$ cat src/stpdrv_pkg.sv
// Shared constants, types and decoders of the step drive control
package stpdrv_pkg;

  // Clock and timing figures
  localparam int unsigned CLK_PERIOD_NS     = 20;             // 50 MHz core clock
  localparam int unsigned TEST_STEP_RATE_HZ = 100;            // Self-test half steps per second
  localparam int unsigned TEST_PERIOD_NS    = 1_000_000_000 / TEST_STEP_RATE_HZ;
  localparam int unsigned TEST_STEP_CYC     = TEST_PERIOD_NS / CLK_PERIOD_NS;
  localparam int unsigned IDLE_TIME_MS      = 1000;           // Rest time before current drops
  localparam int unsigned IDLE_CYC          = (IDLE_TIME_MS * 1_000_000 + CLK_PERIOD_NS - 1) / CLK_PERIOD_NS;
  localparam int unsigned CNT_W             = 26;             // Wide enough for both long counts

  // Phase table: 4 full steps per electrical cycle, 50 microsteps each
  localparam int unsigned IDX_W             = 8;
  localparam logic [7:0]  TABLE_LEN         = 8'hC8;          // 200 entries
  localparam logic [7:0]  IDX_RST           = 8'h00;          // Power-up table entry
  localparam logic [7:0]  INC_HALF          = 8'h19;          // 25 entries per half step
  localparam logic [7:0]  INC_FIFTH         = 8'h0A;
  localparam logic [7:0]  INC_TENTH         = 8'h05;
  localparam logic [7:0]  INC_FIFTIETH      = 8'h01;
  localparam logic [7:0]  HALF_REV_STEPS    = 8'hC8;          // 200 half steps on a 1.8 degree motor

  // Current in units of 0.1 A, output in units of 0.05 A
  localparam logic [5:0]  BASE_CUR          = 6'h04;          // Always-present 0.4 A
  localparam logic [6:0]  CUR_OFF           = 7'h00;

  // Register byte offsets
  localparam logic [3:0]  OFS_CTRL          = 4'h0;
  localparam logic [3:0]  OFS_STATUS        = 4'h4;
  localparam logic [3:0]  OFS_CURRENT       = 4'h8;
  localparam logic [2:0]  HSIZE_WORD        = 3'h2;
  localparam logic [31:0] CTRL_RST          = 32'h0000_0000;  // Test off, half step, no idle cut, 0.4 A
  localparam int unsigned CTRL_W            = 9;
  localparam int unsigned STAT_W            = 12;
  localparam int unsigned CURSET_POS        = 0;
  localparam int unsigned CUROUT_POS        = 8;

  // Step resolution selected by the two resolution switches
  typedef enum logic [1:0] {
    RES_HALF     = 2'b00,
    RES_FIFTH    = 2'b01,
    RES_TENTH    = 2'b10,
    RES_FIFTIETH = 2'b11
  } stpdrv_res_e;

  // Self-test motion phases
  typedef enum logic [1:0] {
    TST_OFF = 2'b00,
    TST_FWD = 2'b01,
    TST_REV = 2'b10
  } stpdrv_tst_e;

  // Switch image held in the control register
  typedef struct packed {
    logic [4:0]  cur;   // Current weights 1.6/0.8/0.4/0.2/0.1 A
    logic        idle;  // Idle reduction switch
    stpdrv_res_e res;   // Resolution switches
    logic        test;  // Self-test switch
  } stpdrv_ctrl_s;

  // Live state shown to software
  typedef struct packed {
    logic       dir;       // Last direction moved
    logic       test_run;  // Self-test motion active
    logic       idle_red;  // Idle reduction in force
    logic       amp_on;    // Phase current on
    logic [7:0] idx;       // Phase table index
  } stpdrv_stat_s;

  // Table advance per step for each resolution
  function automatic logic [7:0] res_inc(input stpdrv_res_e res);
    case (res)
      RES_HALF:     res_inc = INC_HALF;
      RES_FIFTH:    res_inc = INC_FIFTH;
      RES_TENTH:    res_inc = INC_TENTH;
      default:      res_inc = INC_FIFTIETH;
    endcase
  endfunction

  // Move the index by inc, wrapping at both ends of the table
  function automatic logic [7:0] idx_step(input logic [7:0] idx, input logic [7:0] inc, input logic up);
    logic [8:0] sum;
    sum = 9'h000;
    if (up) begin
      sum = {1'b0, idx} + {1'b0, inc};
      if (sum >= {1'b0, TABLE_LEN}) begin
        sum = sum - {1'b0, TABLE_LEN};
      end
    end else begin
      sum = (idx >= inc) ? ({1'b0, idx} - {1'b0, inc}) : ({1'b0, idx} + {1'b0, TABLE_LEN} - {1'b0, inc});
    end
    idx_step = sum[7:0];
  endfunction

  // Setpoint in 0.1 A units from the current switches
  function automatic logic [5:0] cur_set(input logic [4:0] sw);
    cur_set = BASE_CUR + {1'b0, sw};
  endfunction

endpackage

$ cat src/stpdrv_ahb.sv
`timescale 1ns/1ps
// AHB-Lite slave: zero wait states, always OKAY
module stpdrv_ahb import stpdrv_pkg::*; (
  input  wire logic         clk,
  input  wire logic         rst_n,
  input  wire logic         hsel,
  input  wire logic [31:0]  haddr,
  input  wire logic [1:0]   htrans,
  input  wire logic         hwrite,
  input  wire logic [2:0]   hsize,
  input  wire logic [31:0]  hwdata,
  input  wire logic         hready,
  output logic [31:0]       hrdata,
  output logic              hreadyout,
  output logic              hresp,
  input  wire stpdrv_stat_s stat,
  input  wire logic [13:0]  cur_word,
  output stpdrv_ctrl_s      ctrl
);

  typedef struct packed {
    stpdrv_ctrl_s ctrl;    // Switch image
    logic         wr_pnd;  // Control write waiting for its data phase
    logic [31:0]  rdata;   // Read data captured in the address phase
  } stpdrv_ahb_s;

  stpdrv_ahb_s st_r;
  stpdrv_ahb_s st_nxt;
  logic        req;

  assign req = hsel && htrans[1] && hready;

  // Decode the address phase, commit writes in the data phase
  always_comb begin
    st_nxt        = st_r;
    st_nxt.wr_pnd = 1'b0;
    if (st_r.wr_pnd) begin
      st_nxt.ctrl = stpdrv_ctrl_s'(hwdata[CTRL_W-1:0]);
    end
    if (req) begin
      st_nxt.rdata = 32'h0000_0000;  // Unmapped addresses read zero
      if (hwrite) begin
        // Only whole-word writes to the control word take effect
        st_nxt.wr_pnd = (haddr[3:0] == OFS_CTRL) && (haddr[31:4] == 28'h000_0000) && (hsize == HSIZE_WORD);
      end else if (haddr[31:4] == 28'h000_0000) begin
        case (haddr[3:0])
          OFS_CTRL:    st_nxt.rdata = {23'h00_0000, st_r.ctrl};
          OFS_STATUS:  st_nxt.rdata = {20'h0_0000, stat};
          OFS_CURRENT: st_nxt.rdata = {18'h0_0000, cur_word};
          default:     st_nxt.rdata = 32'h0000_0000;
        endcase
      end
    end
  end

  always_ff @(posedge clk or negedge rst_n) begin
    if (!rst_n) begin
      st_r <= {stpdrv_ctrl_s'(CTRL_RST[CTRL_W-1:0]), 1'b0, 32'h0000_0000};
    end else begin
      st_r <= st_nxt;
    end
  end

  assign hrdata    = st_r.rdata;
  assign hreadyout = 1'b1;
  assign hresp     = 1'b0;
  assign ctrl      = st_r.ctrl;

endmodule // stpdrv_ahb

$ cat src/stpdrv_tick.sv
`timescale 1ns/1ps
// Rate divider: one-cycle pulse every PERIOD cycles while enabled
module stpdrv_tick import stpdrv_pkg::*; #(
  parameter int unsigned PERIOD = TEST_STEP_CYC
) (
  input  wire logic clk,
  input  wire logic rst_n,
  input  wire logic run,
  output logic      tick
);

  localparam logic [CNT_W-1:0] LAST = CNT_W'(PERIOD - 1);

  typedef struct packed {
    logic [CNT_W-1:0] cnt;  // Cycles since the last pulse
  } stpdrv_tick_s;

  stpdrv_tick_s st_r;
  stpdrv_tick_s st_nxt;

  // Count while running; restart from zero when stopped so each run starts with a full period
  always_comb begin
    st_nxt = st_r;
    if (!run) begin
      st_nxt.cnt = '0;
    end else if (st_r.cnt == LAST) begin
      st_nxt.cnt = '0;
    end else begin
      st_nxt.cnt = st_r.cnt + 1'b1;
    end
  end

  always_ff @(posedge clk or negedge rst_n) begin
    if (!rst_n) begin
      st_r <= '0;
    end else begin
      st_r <= st_nxt;
    end
  end

  assign tick = run && (st_r.cnt == LAST);

endmodule // stpdrv_tick

$ cat src/stpdrv_top.sv
`timescale 1ns/1ps
module stpdrv_top import stpdrv_pkg::*; #(
  parameter int unsigned TEST_CYC = TEST_STEP_CYC,  // Cycles per self-test half step
  parameter int unsigned IDLE_WAIT = IDLE_CYC       // Still cycles before the idle cut
) (
  input  wire logic        MCLK,
  input  wire logic        NRST,
  input  wire logic        HSEL,
  input  wire logic [31:0] HADDR,
  input  wire logic [1:0]  HTRANS,
  input  wire logic        HWRITE,
  input  wire logic [2:0]  HSIZE,
  input  wire logic [31:0] HWDATA,
  input  wire logic        HREADY,
  output logic [31:0]      HRDATA,
  output logic             HREADYOUT,
  output logic             HRESP,
  input  wire logic        STEP_IN,
  input  wire logic        DIR_IN,
  input  wire logic        EN_IN,
  output logic [7:0]       PHASE_IDX,
  output logic [6:0]       PHASE_CUR,
  output logic             AMP_ON
);

  localparam logic [CNT_W-1:0] IDLE_LAST = CNT_W'(IDLE_WAIT - 1);
  localparam logic [7:0]       HALF_LAST = HALF_REV_STEPS - 8'h01;

  // Whole state of the drive core
  typedef struct packed {
    logic             step_d;    // Step input one cycle ago
    logic [7:0]       idx;       // Phase table index
    logic             dir;       // Last direction moved
    stpdrv_tst_e      tst;       // Self-test phase
    logic [7:0]       tcnt;      // Half steps done in this test swing
    logic [CNT_W-1:0] idle_cnt;  // Cycles since the last step
    logic             idle_red;  // Current halved for idleness
    logic [6:0]       cur_out;   // Phase current, 0.05 A units
    logic             amp_on;    // Amplifiers enabled
  } stpdrv_core_s;

  stpdrv_core_s st_r;
  stpdrv_core_s st_nxt;
  stpdrv_ctrl_s ctrl;         // Switch image from software
  stpdrv_stat_s stat;         // Live state for software
  logic         test_tick;    // Self-test rate pulse
  logic         step_acc;     // Accepted external step edge
  logic         moved;        // Any step taken this cycle
  logic [5:0]   setpoint;     // Full current, 0.1 A units
  logic [6:0]   full_cur;     // Full current, 0.05 A units
  logic [13:0]  cur_word;     // Current readback word

  // Self-test rate divider; it only runs while the test pattern is active
  stpdrv_tick #(
    .PERIOD (TEST_CYC)
  ) u_tick (
    .clk   (MCLK),
    .rst_n (NRST),
    .run   (ctrl.test && (st_r.tst != TST_OFF)),
    .tick  (test_tick)
  );

  // Register access for the switch image and readback
  stpdrv_ahb u_ahb (
    .clk       (MCLK),
    .rst_n     (NRST),
    .hsel      (HSEL),
    .haddr     (HADDR),
    .htrans    (HTRANS),
    .hwrite    (HWRITE),
    .hsize     (HSIZE),
    .hwdata    (HWDATA),
    .hready    (HREADY),
    .hrdata    (HRDATA),
    .hreadyout (HREADYOUT),
    .hresp     (HRESP),
    .stat      (stat),
    .cur_word  (cur_word),
    .ctrl      (ctrl)
  );

  // Setpoint from the binary-weighted current switches
  assign setpoint = cur_set(ctrl.cur);
  assign full_cur = {setpoint, 1'b0};
  assign cur_word = {st_r.cur_out, 1'b0, setpoint};

  // Falling step edge; ignored while the test pattern owns the motor.
  // Inputs are treated as synchronous, so a 0.5 us pulse spans 25 cycles and is never missed.
  assign step_acc = st_r.step_d && !STEP_IN && !ctrl.test && (st_r.tst == TST_OFF);
  assign moved    = step_acc || test_tick;

  // Core next-state logic
  always_comb begin
    st_nxt        = st_r;
    st_nxt.step_d = STEP_IN;
    // Step tracking runs regardless of the enable input so position survives a disable
    if (step_acc) begin
      st_nxt.idx = idx_step(st_r.idx, res_inc(ctrl.res), DIR_IN);
      st_nxt.dir = DIR_IN;
    end
    // Self-test sequencer
    case (st_r.tst)
      TST_OFF: begin
        if (ctrl.test) begin
          st_nxt.tst  = TST_FWD;
          st_nxt.tcnt = 8'h00;
        end
      end
      TST_FWD, TST_REV: begin
        if (!ctrl.test) begin
          st_nxt.tst = TST_OFF;  // Stops where it stands when the switch returns
        end else if (test_tick) begin
          st_nxt.idx = idx_step(st_r.idx, INC_HALF, st_r.tst == TST_FWD);
          st_nxt.dir = (st_r.tst == TST_FWD);
          if (st_r.tcnt == HALF_LAST) begin
            st_nxt.tcnt = 8'h00;
            st_nxt.tst  = (st_r.tst == TST_FWD) ? TST_REV : TST_FWD;
          end else begin
            st_nxt.tcnt = st_r.tcnt + 8'h01;
          end
        end
      end
      default: begin
        st_nxt.tst = TST_OFF;
      end
    endcase
    // Idle timer: any motion restarts it and lifts the cut at once
    if (moved) begin
      st_nxt.idle_cnt = '0;
      st_nxt.idle_red = 1'b0;
    end else if (st_r.idle_cnt != IDLE_LAST) begin
      st_nxt.idle_cnt = st_r.idle_cnt + 1'b1;
      st_nxt.idle_red = 1'b0;
    end else begin
      st_nxt.idle_red = ctrl.idle;
    end
    // Output stage; enable high wins in every mode, open input reads low and drives
    st_nxt.amp_on = !EN_IN;
    if (EN_IN) begin
      st_nxt.cur_out = CUR_OFF;
    end else if (st_nxt.idle_red) begin
      st_nxt.cur_out = {1'b0, setpoint};
    end else begin
      st_nxt.cur_out = full_cur;
    end
  end

  // State register; index comes up at table entry zero
  always_ff @(posedge MCLK or negedge NRST) begin
    if (!NRST) begin
      st_r     <= '0;
      st_r.idx <= IDX_RST;
    end else begin
      st_r <= st_nxt;
    end
  end

  assign stat      = '{dir: st_r.dir, test_run: (st_r.tst != TST_OFF), idle_red: st_r.idle_red,
                       amp_on: st_r.amp_on, idx: st_r.idx};
  assign PHASE_IDX = st_r.idx;
  assign PHASE_CUR = st_r.cur_out;
  assign AMP_ON    = st_r.amp_on;
endmodule // stpdrv_top
$ cat config.mk
export PLATFORM = sky130hd
export DESIGN_NAME = stpdrv_top
export DESIGN_NICKNAME = d
export VERILOG_FILES = /design/src/stpdrv_pkg.sv /design/src/stpdrv_ahb.sv /design/src/stpdrv_tick.sv /design/src/stpdrv_top.sv
export SDC_FILE = /design/constraint.sdc
export NUM_CORES = 1
export LEC_CHECK = 0
export BUFFER_PORTS_ARGS = -buffer_cell sky130_fd_sc_hd__buf_2
export CAP_MARGIN = 20
export CORE_ASPECT_RATIO = 1.2
export CORE_UTILIZATION = 63
export CTS_BUF_LIST = sky130_fd_sc_hd__clkbuf_4
export DETAILED_ROUTE_END_ITERATION = 7
export GPL_ROUTABILITY_DRIVEN = 1
export HOLD_SLACK_MARGIN = 0.03
export PLACE_DENSITY = 0.88
export SYNTH_ARGS = -nofsm -noshare
export SYNTH_HDL_FRONTEND = slang
export SYNTH_HIERARCHICAL = 1
export SYNTH_SLANG_ARGS = --single-unit
$ cat constraint.sdc
create_clock -name MCLK -period 8.4 [get_ports MCLK]
set_input_delay 0.84 -clock MCLK [delete_from_list [all_inputs] [get_ports MCLK]]
set_output_delay 0.84 -clock MCLK [all_outputs]
set_load 0.01 [all_outputs]
==> impl_metrics.env, run 1 <==
export IMPL_cts_tree="done"
export IMPL_synth_largest_type_area_fraction=0.362
export IMPL_setup_tns_final_ns=0
export IMPL_route_met2_wl_mm=7.68
export IMPL_final_layout_size_suffix_gt1_frac=0.165
export IMPL_p_per_area_nw_per_um2=201
export IMPL_core_area_um2=11100
export IMPL_grt_pass1_wl_mm=26.6
export IMPL_crit_path_start_kind="flop"
export IMPL_wirelength_mm=15.8
export IMPL_synthTopCellsByCount="105 x dfrtp_1, 71 x nand2_1, 68 x nor2_1, 59 x buf_4, 48 x a21oi_1"
export IMPL_avgRoutedWirePerCell_um=15.8
export IMPL_synth_main_ff_cell="dfrtp_1"
export IMPL_rsz0062_at_grt="false"
export IMPL_clock_sinks=105
export IMPL_yosysSeqAreaShare=0.362
export IMPL_dieArea_um2=12000
export IMPL_cp_max_fo=27
export IMPL_cts_buffers_inserted=9
export IMPL_reg2reg_depth=11
export IMPL_clk_latency_ns=0.48
export IMPL_dr_pass1_iters=5
export IMPL_finalSetupViolations=0
export IMPL_synth_cell_types=77
export IMPL_die_w_um=100
export IMPL_initial_core_util=0.651
export IMPL_cts_resized=0
export IMPL_post_dp_hpwl_mm=11.7
export IMPL_synthMostInstantiatedCell="dfrtp_1"
export IMPL_timing_hold_ws_ns=0.344
export IMPL_grt_util_all_layers=0.276
export IMPL_reg2reg_slack_ns=4.23
export IMPL_htreeDepth=3
export IMPL_area_growth_pct=2.97
export IMPL_grt_pass1_vias=5645
export IMPL_top_layer="met4"
export IMPL_ioPinCount=127
export IMPL_finClkSkew_ns=0.0271
export IMPL_viasPerCell=6.06
export IMPL_vias=6063
export IMPL_syn_area_um2=7260
export IMPL_root_buffer="clkbuf_4"
export IMPL_post_synth_cell_area_avg_um2=8.85
export IMPL_nNetsFinal=948
export IMPL_clock_path_buffers=2
export IMPL_drc=0
export IMPL_clk_pin_slew_ns=0.17
export IMPL_route_met3_wl_um=723
export IMPL_hold_buffers=0
export IMPL_ir_worst_vdd_uv=102
export IMPL_grt_max_degree=57
export IMPL_r2r_end="st_r[28]"
export IMPL_gp_congestion=0.953
export IMPL_grt_ovfl_total=0
export IMPL_io_buffers=82
export IMPL_drt_iter0_drc=420
export IMPL_drv_cap=0
export IMPL_ys_ff_latch=105
export IMPL_cp_arrival_ns=4.55
export IMPL_wl_met1_mm=6.92
export IMPL_clock_fmax_mhz=240
export IMPL_fill_cells=938
export IMPL_postRouteAntennaNets=0
export IMPL_fin_crit_sh=0.497
export IMPL_worstSetupPathType="flop to flop"
export IMPL_hp_class="primary input to asynchronous set/reset pin"
export IMPL_core_rowCount=42
export IMPL_p_leak_nw=3.26
export IMPL_antenna_found_initial=0
export IMPL_worst_setup_path_end_kind="flop"
export IMPL_synth_top_area_cell="dfrtp_1"
export IMPL_r2r_start="u_tick/st_r[0]"
export IMPL_drv_slew=0
export IMPL_synth_warnings=6
export IMPL_die_h_um=120
export IMPL_antenna_cells=0
export IMPL_hold_violations=0
export IMPL_relSlewSlack=0.324
export IMPL_status="completed"
export IMPL_synth_edff_count=0
export IMPL_required_ns=8.78
export IMPL_async_reset_ff_frac=1.00
export IMPL_synthCells=820
export IMPL_period_needed_ns=4.17
export IMPL_worst_pin_slew_ns=1.01
export IMPL_postCtsSetupRepairBufs=0
export IMPL_synthTopCellsByArea="dfrtp_1 36%, buf_4 6.1%, ha_1 4.8%"
==> metrics by stage <==
stage	total power [mW]	utilization	instances	setup WS, ns	instance area [um2]
global placement	1.25	0.660	983	4.35	7350
global route	1.61	0.671	1000	3.93	7470
detailed placement	1.26	0.661	984	4.21	7360
floorplan	1.13	-	838	5.04	7320
CTS	1.49	0.671	1000	4.22	7470
finish	1.50	0.671	1000	4.23	7470
==> worst max-delay path: stages, from the launching register on <==
cell,delay [ns]
dfrtp_1,0.42
ha_1,0.25
nand4_1,0.28
or4_1,0.60
nor3_1,0.60
or2_2,0.57
and4b_1,0.35
or2_1,0.36
nor3_1,0.25
nand2_1,0.12
xor2_1,0.20
nor2_1,0.06
==> how the worst max path moves through the flow <==
stage / to / depth (start not counted) / startpoint / slack (ns)
floorplan: PHASE_IDX[7] / 17 / u_ahb/ctrl[2] / 5.04
global placement: st_r[34] / 11 / u_tick/st_r[0] / 4.35
detailed placement: st_r[34] / 11 / u_tick/st_r[0] / 4.21
CTS: st_r[32] / 11 / u_tick/st_r[0] / 4.22
global route: st_r[27] / 10 / u_tick/st_r[0] / 3.93
finish: st_r[28] / 11 / u_tick/st_r[0] / 4.23
==> cells by family after synthesis <==
logic type      synth area share
simple gates               0.237
compound gates             0.157
buf+inv                    0.101
flops                      0.362
xor+xnor                  0.0652
fa+ha+maj                 0.0538
mux                       0.0222
other cells              0.00155
==> layout by cell type (no fill, tap or decap), types with 8 or more instances in the layout <==
cell      instances
clkbuf_4          9
o21ai_0          27
conb_1           21
and3_1           15
nand2_1          71
o31ai_1          11
mux2_2            9
nand4_1          19
ha_1             28
nor3_1           18
a21oi_1          48
nand3_1          29
buf_2            82
nor4_1           17
nand2b_1         10
dfrtp_1         105
or3_1            10
a22oi_2           8
or4_1            11
xnor2_1          33
nor2_1           68
inv_1            29
nor2b_1          11
a222oi_1          9
xor2_1           21
==> routing by layer <==
metal,vias up,global-route usage
li1,2929,-
met1,2891,0.367
met2,199,0.444
met3,44,0.0443
met4,0,0.123
met5,-,0
==> flip-flops by register name (all words and copies together) (netlist names) <==
signal        cells
PHASE_IDX         8
AMP_ON            1
u_tick/st_r      26
u_ahb/st_r        1
u_ahb/hrdata     14
PHASE_CUR         7
u_ahb/ctrl        9
st_r             39
==> where the power goes <==
part           total (mW)  switching (mW)  internal (mW)  leakage [nW]
registers           0.622          0.0937          0.529          1.44
logic               0.647           0.378          0.269          1.76
clock network       0.231           0.170         0.0612        0.0679
==> final cells by class <==
class | instances | area [um2] | share of cell area
Clock buffer | 9 | 67.6 | 0.00904
Multi-Input combinational cell | 606 | 3980 | 0.532
Tap cell | 154 | 193 | 0.0258
Clock inverter | 7 | 45.0 | 0.00603
Timing Repair Buffer | 85 | 433 | 0.0579
Sequential cell | 105 | 2630 | 0.352
Inverter | 34 | 128 | 0.0171
Note: power is estimated with default switching activity, not from simulation.
==> run 2: changes to the inputs <==
--- a/config.mk
+++ b/config.mk
@@ -5,15 +5,16 @@
 export SDC_FILE = /design/constraint.sdc
 export NUM_CORES = 1
 export LEC_CHECK = 0
+export ABC_AREA = 1
 export BUFFER_PORTS_ARGS = -buffer_cell sky130_fd_sc_hd__buf_2
 export CAP_MARGIN = 20
 export CORE_ASPECT_RATIO = 1.2
-export CORE_UTILIZATION = 63
+export CORE_UTILIZATION = 59
 export CTS_BUF_LIST = sky130_fd_sc_hd__clkbuf_4
 export DETAILED_ROUTE_END_ITERATION = 7
 export GPL_ROUTABILITY_DRIVEN = 1
 export HOLD_SLACK_MARGIN = 0.03
-export PLACE_DENSITY = 0.88
+export PLACE_DENSITY = 0.83
 export SYNTH_ARGS = -nofsm -noshare
 export SYNTH_HDL_FRONTEND = slang
 export SYNTH_HIERARCHICAL = 1
==> constraint.sdc (replaced) <==
create_clock -name MCLK -period 3.95 [get_ports MCLK]
set_input_delay 0.395 -clock MCLK [delete_from_list [all_inputs] [get_ports MCLK]]
set_output_delay 0.395 -clock MCLK [all_outputs]
set_load 0.01 [all_outputs]
==> impl_metrics.env, run 2 <==
export IMPL_synth_warnings=6
export IMPL_yosysSeqAreaShare=0.340
export IMPL_root_buffer="clkbuf_4"
export IMPL_antenna_found_initial=0
export IMPL_worst_setup_path_end_kind="flop"
export IMPL_ys_ff_latch=105
export IMPL_ioPinCount=127
export IMPL_setup_tns_final_ns=0
export IMPL_clock_fmax_mhz=312
export IMPL_status="completed"
export IMPL_synth_cell_types=57
export IMPL_clk_latency_ns=0.49
export IMPL_syn_area_um2=7730
export IMPL_drv_slew=0
export IMPL_crit_path_start_kind="flop"
export IMPL_cts_resized=0
export IMPL_gp_congestion=0.929
export IMPL_grt_pass1_wl_mm=29.9
export IMPL_clk_pin_slew_ns=0.17
export IMPL_synthCells=1069
export IMPL_hp_class="primary input to asynchronous set/reset pin"
export IMPL_area_growth_pct=3.75
export IMPL_io_buffers=82
export IMPL_clock_sinks=105
export IMPL_die_w_um=107
export IMPL_grt_util_all_layers=0.275
export IMPL_p_leak_nw=3.87
export IMPL_ir_worst_vdd_uv=253
export IMPL_largest_reg_flops=39
export IMPL_postCtsSetupRepairBufs=0
export IMPL_core_area_um2=12700
export IMPL_synth_edff_count=0
export IMPL_antenna_cells=0
export IMPL_drc=0
export IMPL_synthMostInstantiatedCell="nand2_1"
export IMPL_synth_largest_type_area_fraction=0.340
export IMPL_rsz0062_at_grt="false"
export IMPL_period_needed_ns=3.21
export IMPL_timing_hold_ws_ns=0.0340
export IMPL_grt_ovfl_total=0
export IMPL_final_common_cell="nand2_1"
export IMPL_drt_iter0_drc=412
export IMPL_dpl_cell_count=1261
export IMPL_dieArea_um2=13600
export IMPL_wirelength_mm=17.1
export IMPL_largest_register="st_r"
export IMPL_cp_arrival_ns=3.59
export IMPL_grt_pass1_vias=6662
export IMPL_die_h_um=127
export IMPL_grt_max_degree=78
export IMPL_post_synth_cell_area_avg_um2=7.23
export IMPL_cts_buffers_inserted=9
export IMPL_final_util=0.631
export IMPL_cp_max_fo=11
export IMPL_drv_cap=0
export IMPL_hold_buffers=0
export IMPL_worst_pin_slew_ns=0.981
export IMPL_clock_path_buffers=2
export IMPL_initial_core_util=0.608
export IMPL_finalSetupViolations=0
export IMPL_htreeDepth=3
export IMPL_fin_crit_sh=0.811
export IMPL_avgRoutedWirePerCell_um=13.4
export IMPL_fin_cells=1276
export IMPL_hold_violations=0
export IMPL_synthTopCellsByCount="239 x nand2_1, 139 x nor2_1, 117 x nand3_1, 105 x dfrtp_1, 99 x inv_1"
export IMPL_cts_tree="done"
export IMPL_synth_main_ff_cell="dfrtp_1"
export IMPL_nNetsFinal=1215
export IMPL_dr_pass1_iters=5
export IMPL_worstSetupPathType="flop to flop"
export IMPL_core_rowCount=45
export IMPL_relSlewSlack=0.346
export IMPL_final_layout_size_suffix_gt1_frac=0.160
export IMPL_async_reset_ff_frac=1.00
export IMPL_viasPerCell=5.42
export IMPL_p_per_area_nw_per_um2=421
export IMPL_setup_ws_ns=0.745
export IMPL_dp_slack_ns=0.775
export IMPL_post_dp_hpwl_mm=13.0
export IMPL_synth_top_area_cell="dfrtp_1"
export IMPL_finClkSkew_ns=0.0203
export IMPL_postRouteAntennaNets=0
export IMPL_synthTopCellsByArea="dfrtp_1 34%, nand2_1 12%, nand3_1 7.6%"
export IMPL_vias=6920
export IMPL_required_ns=4.34
export IMPL_most_common_layout_cells="239 x nand2_1, 139 x nor2_1, 117 x nand3_1, 105 x dfrtp_1, 99 x inv_1"
-- run 2: cell types whose count changed in the layout (fill, tap and decap cells not counted), moves of 11 or more --
cell,before,now
nand3_1,29,117
nor2_2,0,19
nor2b_1,11,0
nand2_1,71,239
nor4_1,17,2
inv_2,5,20
or4_1,11,0
nor2_1,68,139
o31ai_1,11,0
inv_1,29,99
xnor2_1,33,7
and3_1,15,2
-- run 2: cell families (layout without fill, tap and decap cells) --
family / after synthesis / in the layout / synth area share
AND/OR/NAND/NOR: 586 / 586 / 0.348
AO/OA/AOI/OAI: 109 / 109 / 0.0846
XOR/XNOR: 31 / 31 / 0.0351
adder cells (fa/ha/maj): 30 / 30 / 0.0505
flip-flops: 105 / 105 / 0.340
multiplexers: 9 / 9 / 0.0131
buffers and inverters: 196 / 221 / 0.127
other: 3 / 21 / 0.00146
-- run 2: final timing paths --
kind	start	end	slack [ns]	depth (start not counted)
worst max-delay path	st_r[43]	st_r[42]	0.74	15
worst min register to register	u_ahb/hrdata[9]	u_ahb/hrdata[9]	0.50	2
max in group asynchronous	NRST	u_tick/st_r[7]	3.10	2
min in group MCLK	STEP_IN	st_r[54]	0.06	1
worst min-delay path	NRST	AMP_ON	0.03	1
worst max register to register	st_r[43]	st_r[42]	0.74	15
-- run 2: worst max-delay path, stage by stage, from the launching register on --
cell     delay, ns
dfrtp_1       0.40
inv_1         0.06
ha_1          0.23
nor2_1        0.37
inv_1         0.11
nor2_1        0.30
inv_2         0.06
nor2_2        0.43
inv_2         0.19
o31ai_4       0.16
inv_2         0.09
nor4_2        0.21
nand2_1       0.12
nor2_2        0.15
and3_1        0.19
nor3_2        0.04
-- run 2: area by class of cell --
cell class,instances,area [um2]
clock buffers,9,67.6
clock inverters,6,42.5
multi-input cells,786,4190
repair buffers,86,443
inverters,120,450
well taps,164,205
fillers,1185,4700
flip-flops and latches,105,2630
-- run 2: routing by layer --
layer	global-route usage	share of wire	up-vias
met2	0.474	0.49	230
met3	0.0474	0.050	33
met4	0.109	0.024	0
li1	-	-	3461
met5	0	0	-
met1	0.342	0.43	3196
-- run 2: stage by stage --
| step | cell area, um2 | power, mW |
|---|---|---|
| 5_1_grt | 8020 | 3.66 |
| 6_report | 8020 | 3.38 |
| 2_1_floorplan | 7800 | 2.56 |
| 3_5_place_dp | 7910 | 2.86 |
| 4_1_cts | 8020 | 3.36 |
| 3_3_place_gp | 7910 | 2.81 |
-- run 2: power by group --
group / leakage (nW) / switching (mW) / internal [mW]
clock network: 0.0655 / 0.373 / 0.130
logic: 2.37 / 1.01 / 0.570
registers: 1.44 / 0.167 / 1.13
total: 3.87 / 1.55 / 1.83
==> run 3: changes to the inputs <==
==> constraint.sdc (replaced) <==
create_clock -name MCLK -period 3.3 [get_ports MCLK]
set_input_delay 0.33 -clock MCLK [delete_from_list [all_inputs] [get_ports MCLK]]
set_output_delay 0.33 -clock MCLK [all_outputs]
set_load 0.01 [all_outputs]
==> impl_metrics.env, run 3 (same netlist as run 2, synthesis figures left out) <==
export IMPL_status="completed"
export IMPL_dpl_cell_count=1264
export IMPL_p_leak_nw=3.93
export IMPL_drc=0
export IMPL_pwr_share_seq=0.367
export IMPL_grt_pass1_wl_mm=29.1
export IMPL_vias=6986
export IMPL_dr_pass1_iters=5
export IMPL_drt_iter0_drc=468
export IMPL_cp_cell_sequence="inv_1, nand2_2, ha_1, inv_1, fa_1, inv_1, nand3_1, nand2_1, xor2_1, inv_1, ha_1, nor2_1, nand3_1, nand3_2, nand2_1, nand3_1, nand2_1, nand2_1, nand3_1"
export IMPL_antenna_found_initial=1
export IMPL_grt_ovfl_total=0
export IMPL_crit_buf_inv=4
export IMPL_worst_pin_slew_ns=0.749
export IMPL_initial_core_util=0.608
export IMPL_fin_crit_sh=0.892
export IMPL_area_growth_pct=5.65
export IMPL_register_area_um2=2630
export IMPL_cpMaxStageDelayCell="dfrtp_2"
export IMPL_root_buffer="clkbuf_4"
export IMPL_ir_worst_vdd_uv=264
export IMPL_grt_pass1_vias=6525
export IMPL_core_area_um2=12700
export IMPL_cts_tree="done"
export IMPL_htreeDepth=3
export IMPL_drv_slew=0
export IMPL_finClkSkew_ns=0.0255
export IMPL_hold_violations=0
export IMPL_reg2reg_slack_ns=0.36
export IMPL_die_h_um=127
export IMPL_grt_max_degree=59
export IMPL_required_ns=3.68
export IMPL_min_from="HWDATA[4]"
export IMPL_comb_power_share=0.467
export IMPL_cp_max_fo=6
export IMPL_switching_share=0.451
export IMPL_drv_cap=0
export IMPL_cts_buffers_inserted=9
export IMPL_core_rowCount=45
export IMPL_dieArea_um2=13600
export IMPL_postRouteAntennaNets=0
export IMPL_fill_cells=1168
export IMPL_clock_fmax_mhz=340
export IMPL_clk_pin_slew_ns=0.17
export IMPL_clock_path_buffers=2
export IMPL_worst_path_largest_cell_delay_ns=0.41
export IMPL_worstSetupStartpoint="u_ahb/ctrl[2]"
export IMPL_relSlewSlack=0.501
export IMPL_io_buffers=82
export IMPL_r2r_start="u_ahb/ctrl[2]"
export IMPL_fin_area_um2=8170
export IMPL_worstSetupPathType="flop to flop"
export IMPL_clock_sinks=105
export IMPL_cp_arrival_ns=3.32
export IMPL_worst_setup_path_end_kind="flop"
export IMPL_post_dp_hpwl_mm=13.1
export IMPL_grt_util_all_layers=0.267
export IMPL_die_w_um=107
export IMPL_crit_path_start_kind="flop"
export IMPL_avgRoutedWirePerCell_um=13.4
export IMPL_viasPerCell=5.42
export IMPL_clk_latency_ns=0.48
export IMPL_p_int_mw=2.29
export IMPL_p_switching_mw=1.88
export IMPL_clkPwrFrac=0.166
export IMPL_cp_top_family="simple AND/OR/NAND/NOR gates"
export IMPL_largest_register="st_r"
export IMPL_p_per_area_nw_per_um2=510
export IMPL_place_area_um2=7950
export IMPL_gp_congestion=0.904
export IMPL_ioPinCount=127
export IMPL_setup_tns_final_ns=0
export IMPL_hp_class="primary input to flop"
export IMPL_rsz0062_at_grt="false"
export IMPL_most_common_layout_cells="238 x nand2_1, 138 x nor2_1, 117 x nand3_1, 104 x dfrtp_1, 99 x inv_1"
export IMPL_nNetsFinal=1225
export IMPL_fin_cells=1288
export IMPL_wirelength_mm=17.3
export IMPL_finalSetupViolations=0
export IMPL_largest_reg_flops=39
export IMPL_total_power_mw=4.17
export IMPL_final_layout_size_suffix_gt1_frac=0.167
export IMPL_final_common_cell="nand2_1"
export IMPL_period_needed_ns=2.94
export IMPL_multi_input_area_um2=4190
[run 3: timing repair]
item | in CTS | in global routing
endpoints found under the setup margin | 0 | 5
hold endpoints to repair | 59 | 2
hold buffers | 3 | 2
setup buffers | 0 | 2
resized for setup | 0 | 3
[run 3: metrics by stage]
stage,hold WS [ns],util,setup WS (ns)
global route,0.0308,0.642,0.0336
detailed placement,0.440,0.625,0.237
finish,0.0419,0.642,0.357
CTS,0.0325,0.639,0.201
floorplan,0.0344,-,0.579
global placement,0.439,0.625,0.370
[run 3: worst paths after layout]
check                      cells past startpoint            end
max                                           19   PHASE_IDX[4]
min                                            2  u_ahb/ctrl[4]
max reg2reg                                   19   PHASE_IDX[4]
min reg2reg                                    1       st_r[31]
max in group asynchronous                      3       st_r[39]
min in group asynchronous                      2         AMP_ON
[run 3: layout make-up]
class | instances | area share
antenna | 1 | 0.000306
clock buffer | 9 | 0.00827
clock inverter | 7 | 0.00980
inverter | 120 | 0.0551
multi-input combinational | 786 | 0.513
sequential | 105 | 0.322
tap | 164 | 0.0251
timing repair buffer | 96 | 0.0665
[run 3: per-layer routing]
metal	vias to the layer above	GRT usage	share of wire	routed length, um
li1	3481	-	-	-
met3	50	0.0383	0.066	1140
met5	-	0	0	0
met4	0	0.122	0.033	563
met1	3174	0.337	0.42	7240
met2	281	0.453	0.48	8320
[run 3: power groups by stage]
stage	registers, mW	logic, mW	clock network [mW]
5_1_grt	1.54	2.20	0.758
4_1_cts	1.53	1.92	0.706
3_3_place_gp	1.55	1.85	0
3_5_place_dp	1.55	1.91	0
6_report	1.53	1.95	0.693
2_1_floorplan	1.47	1.60	0
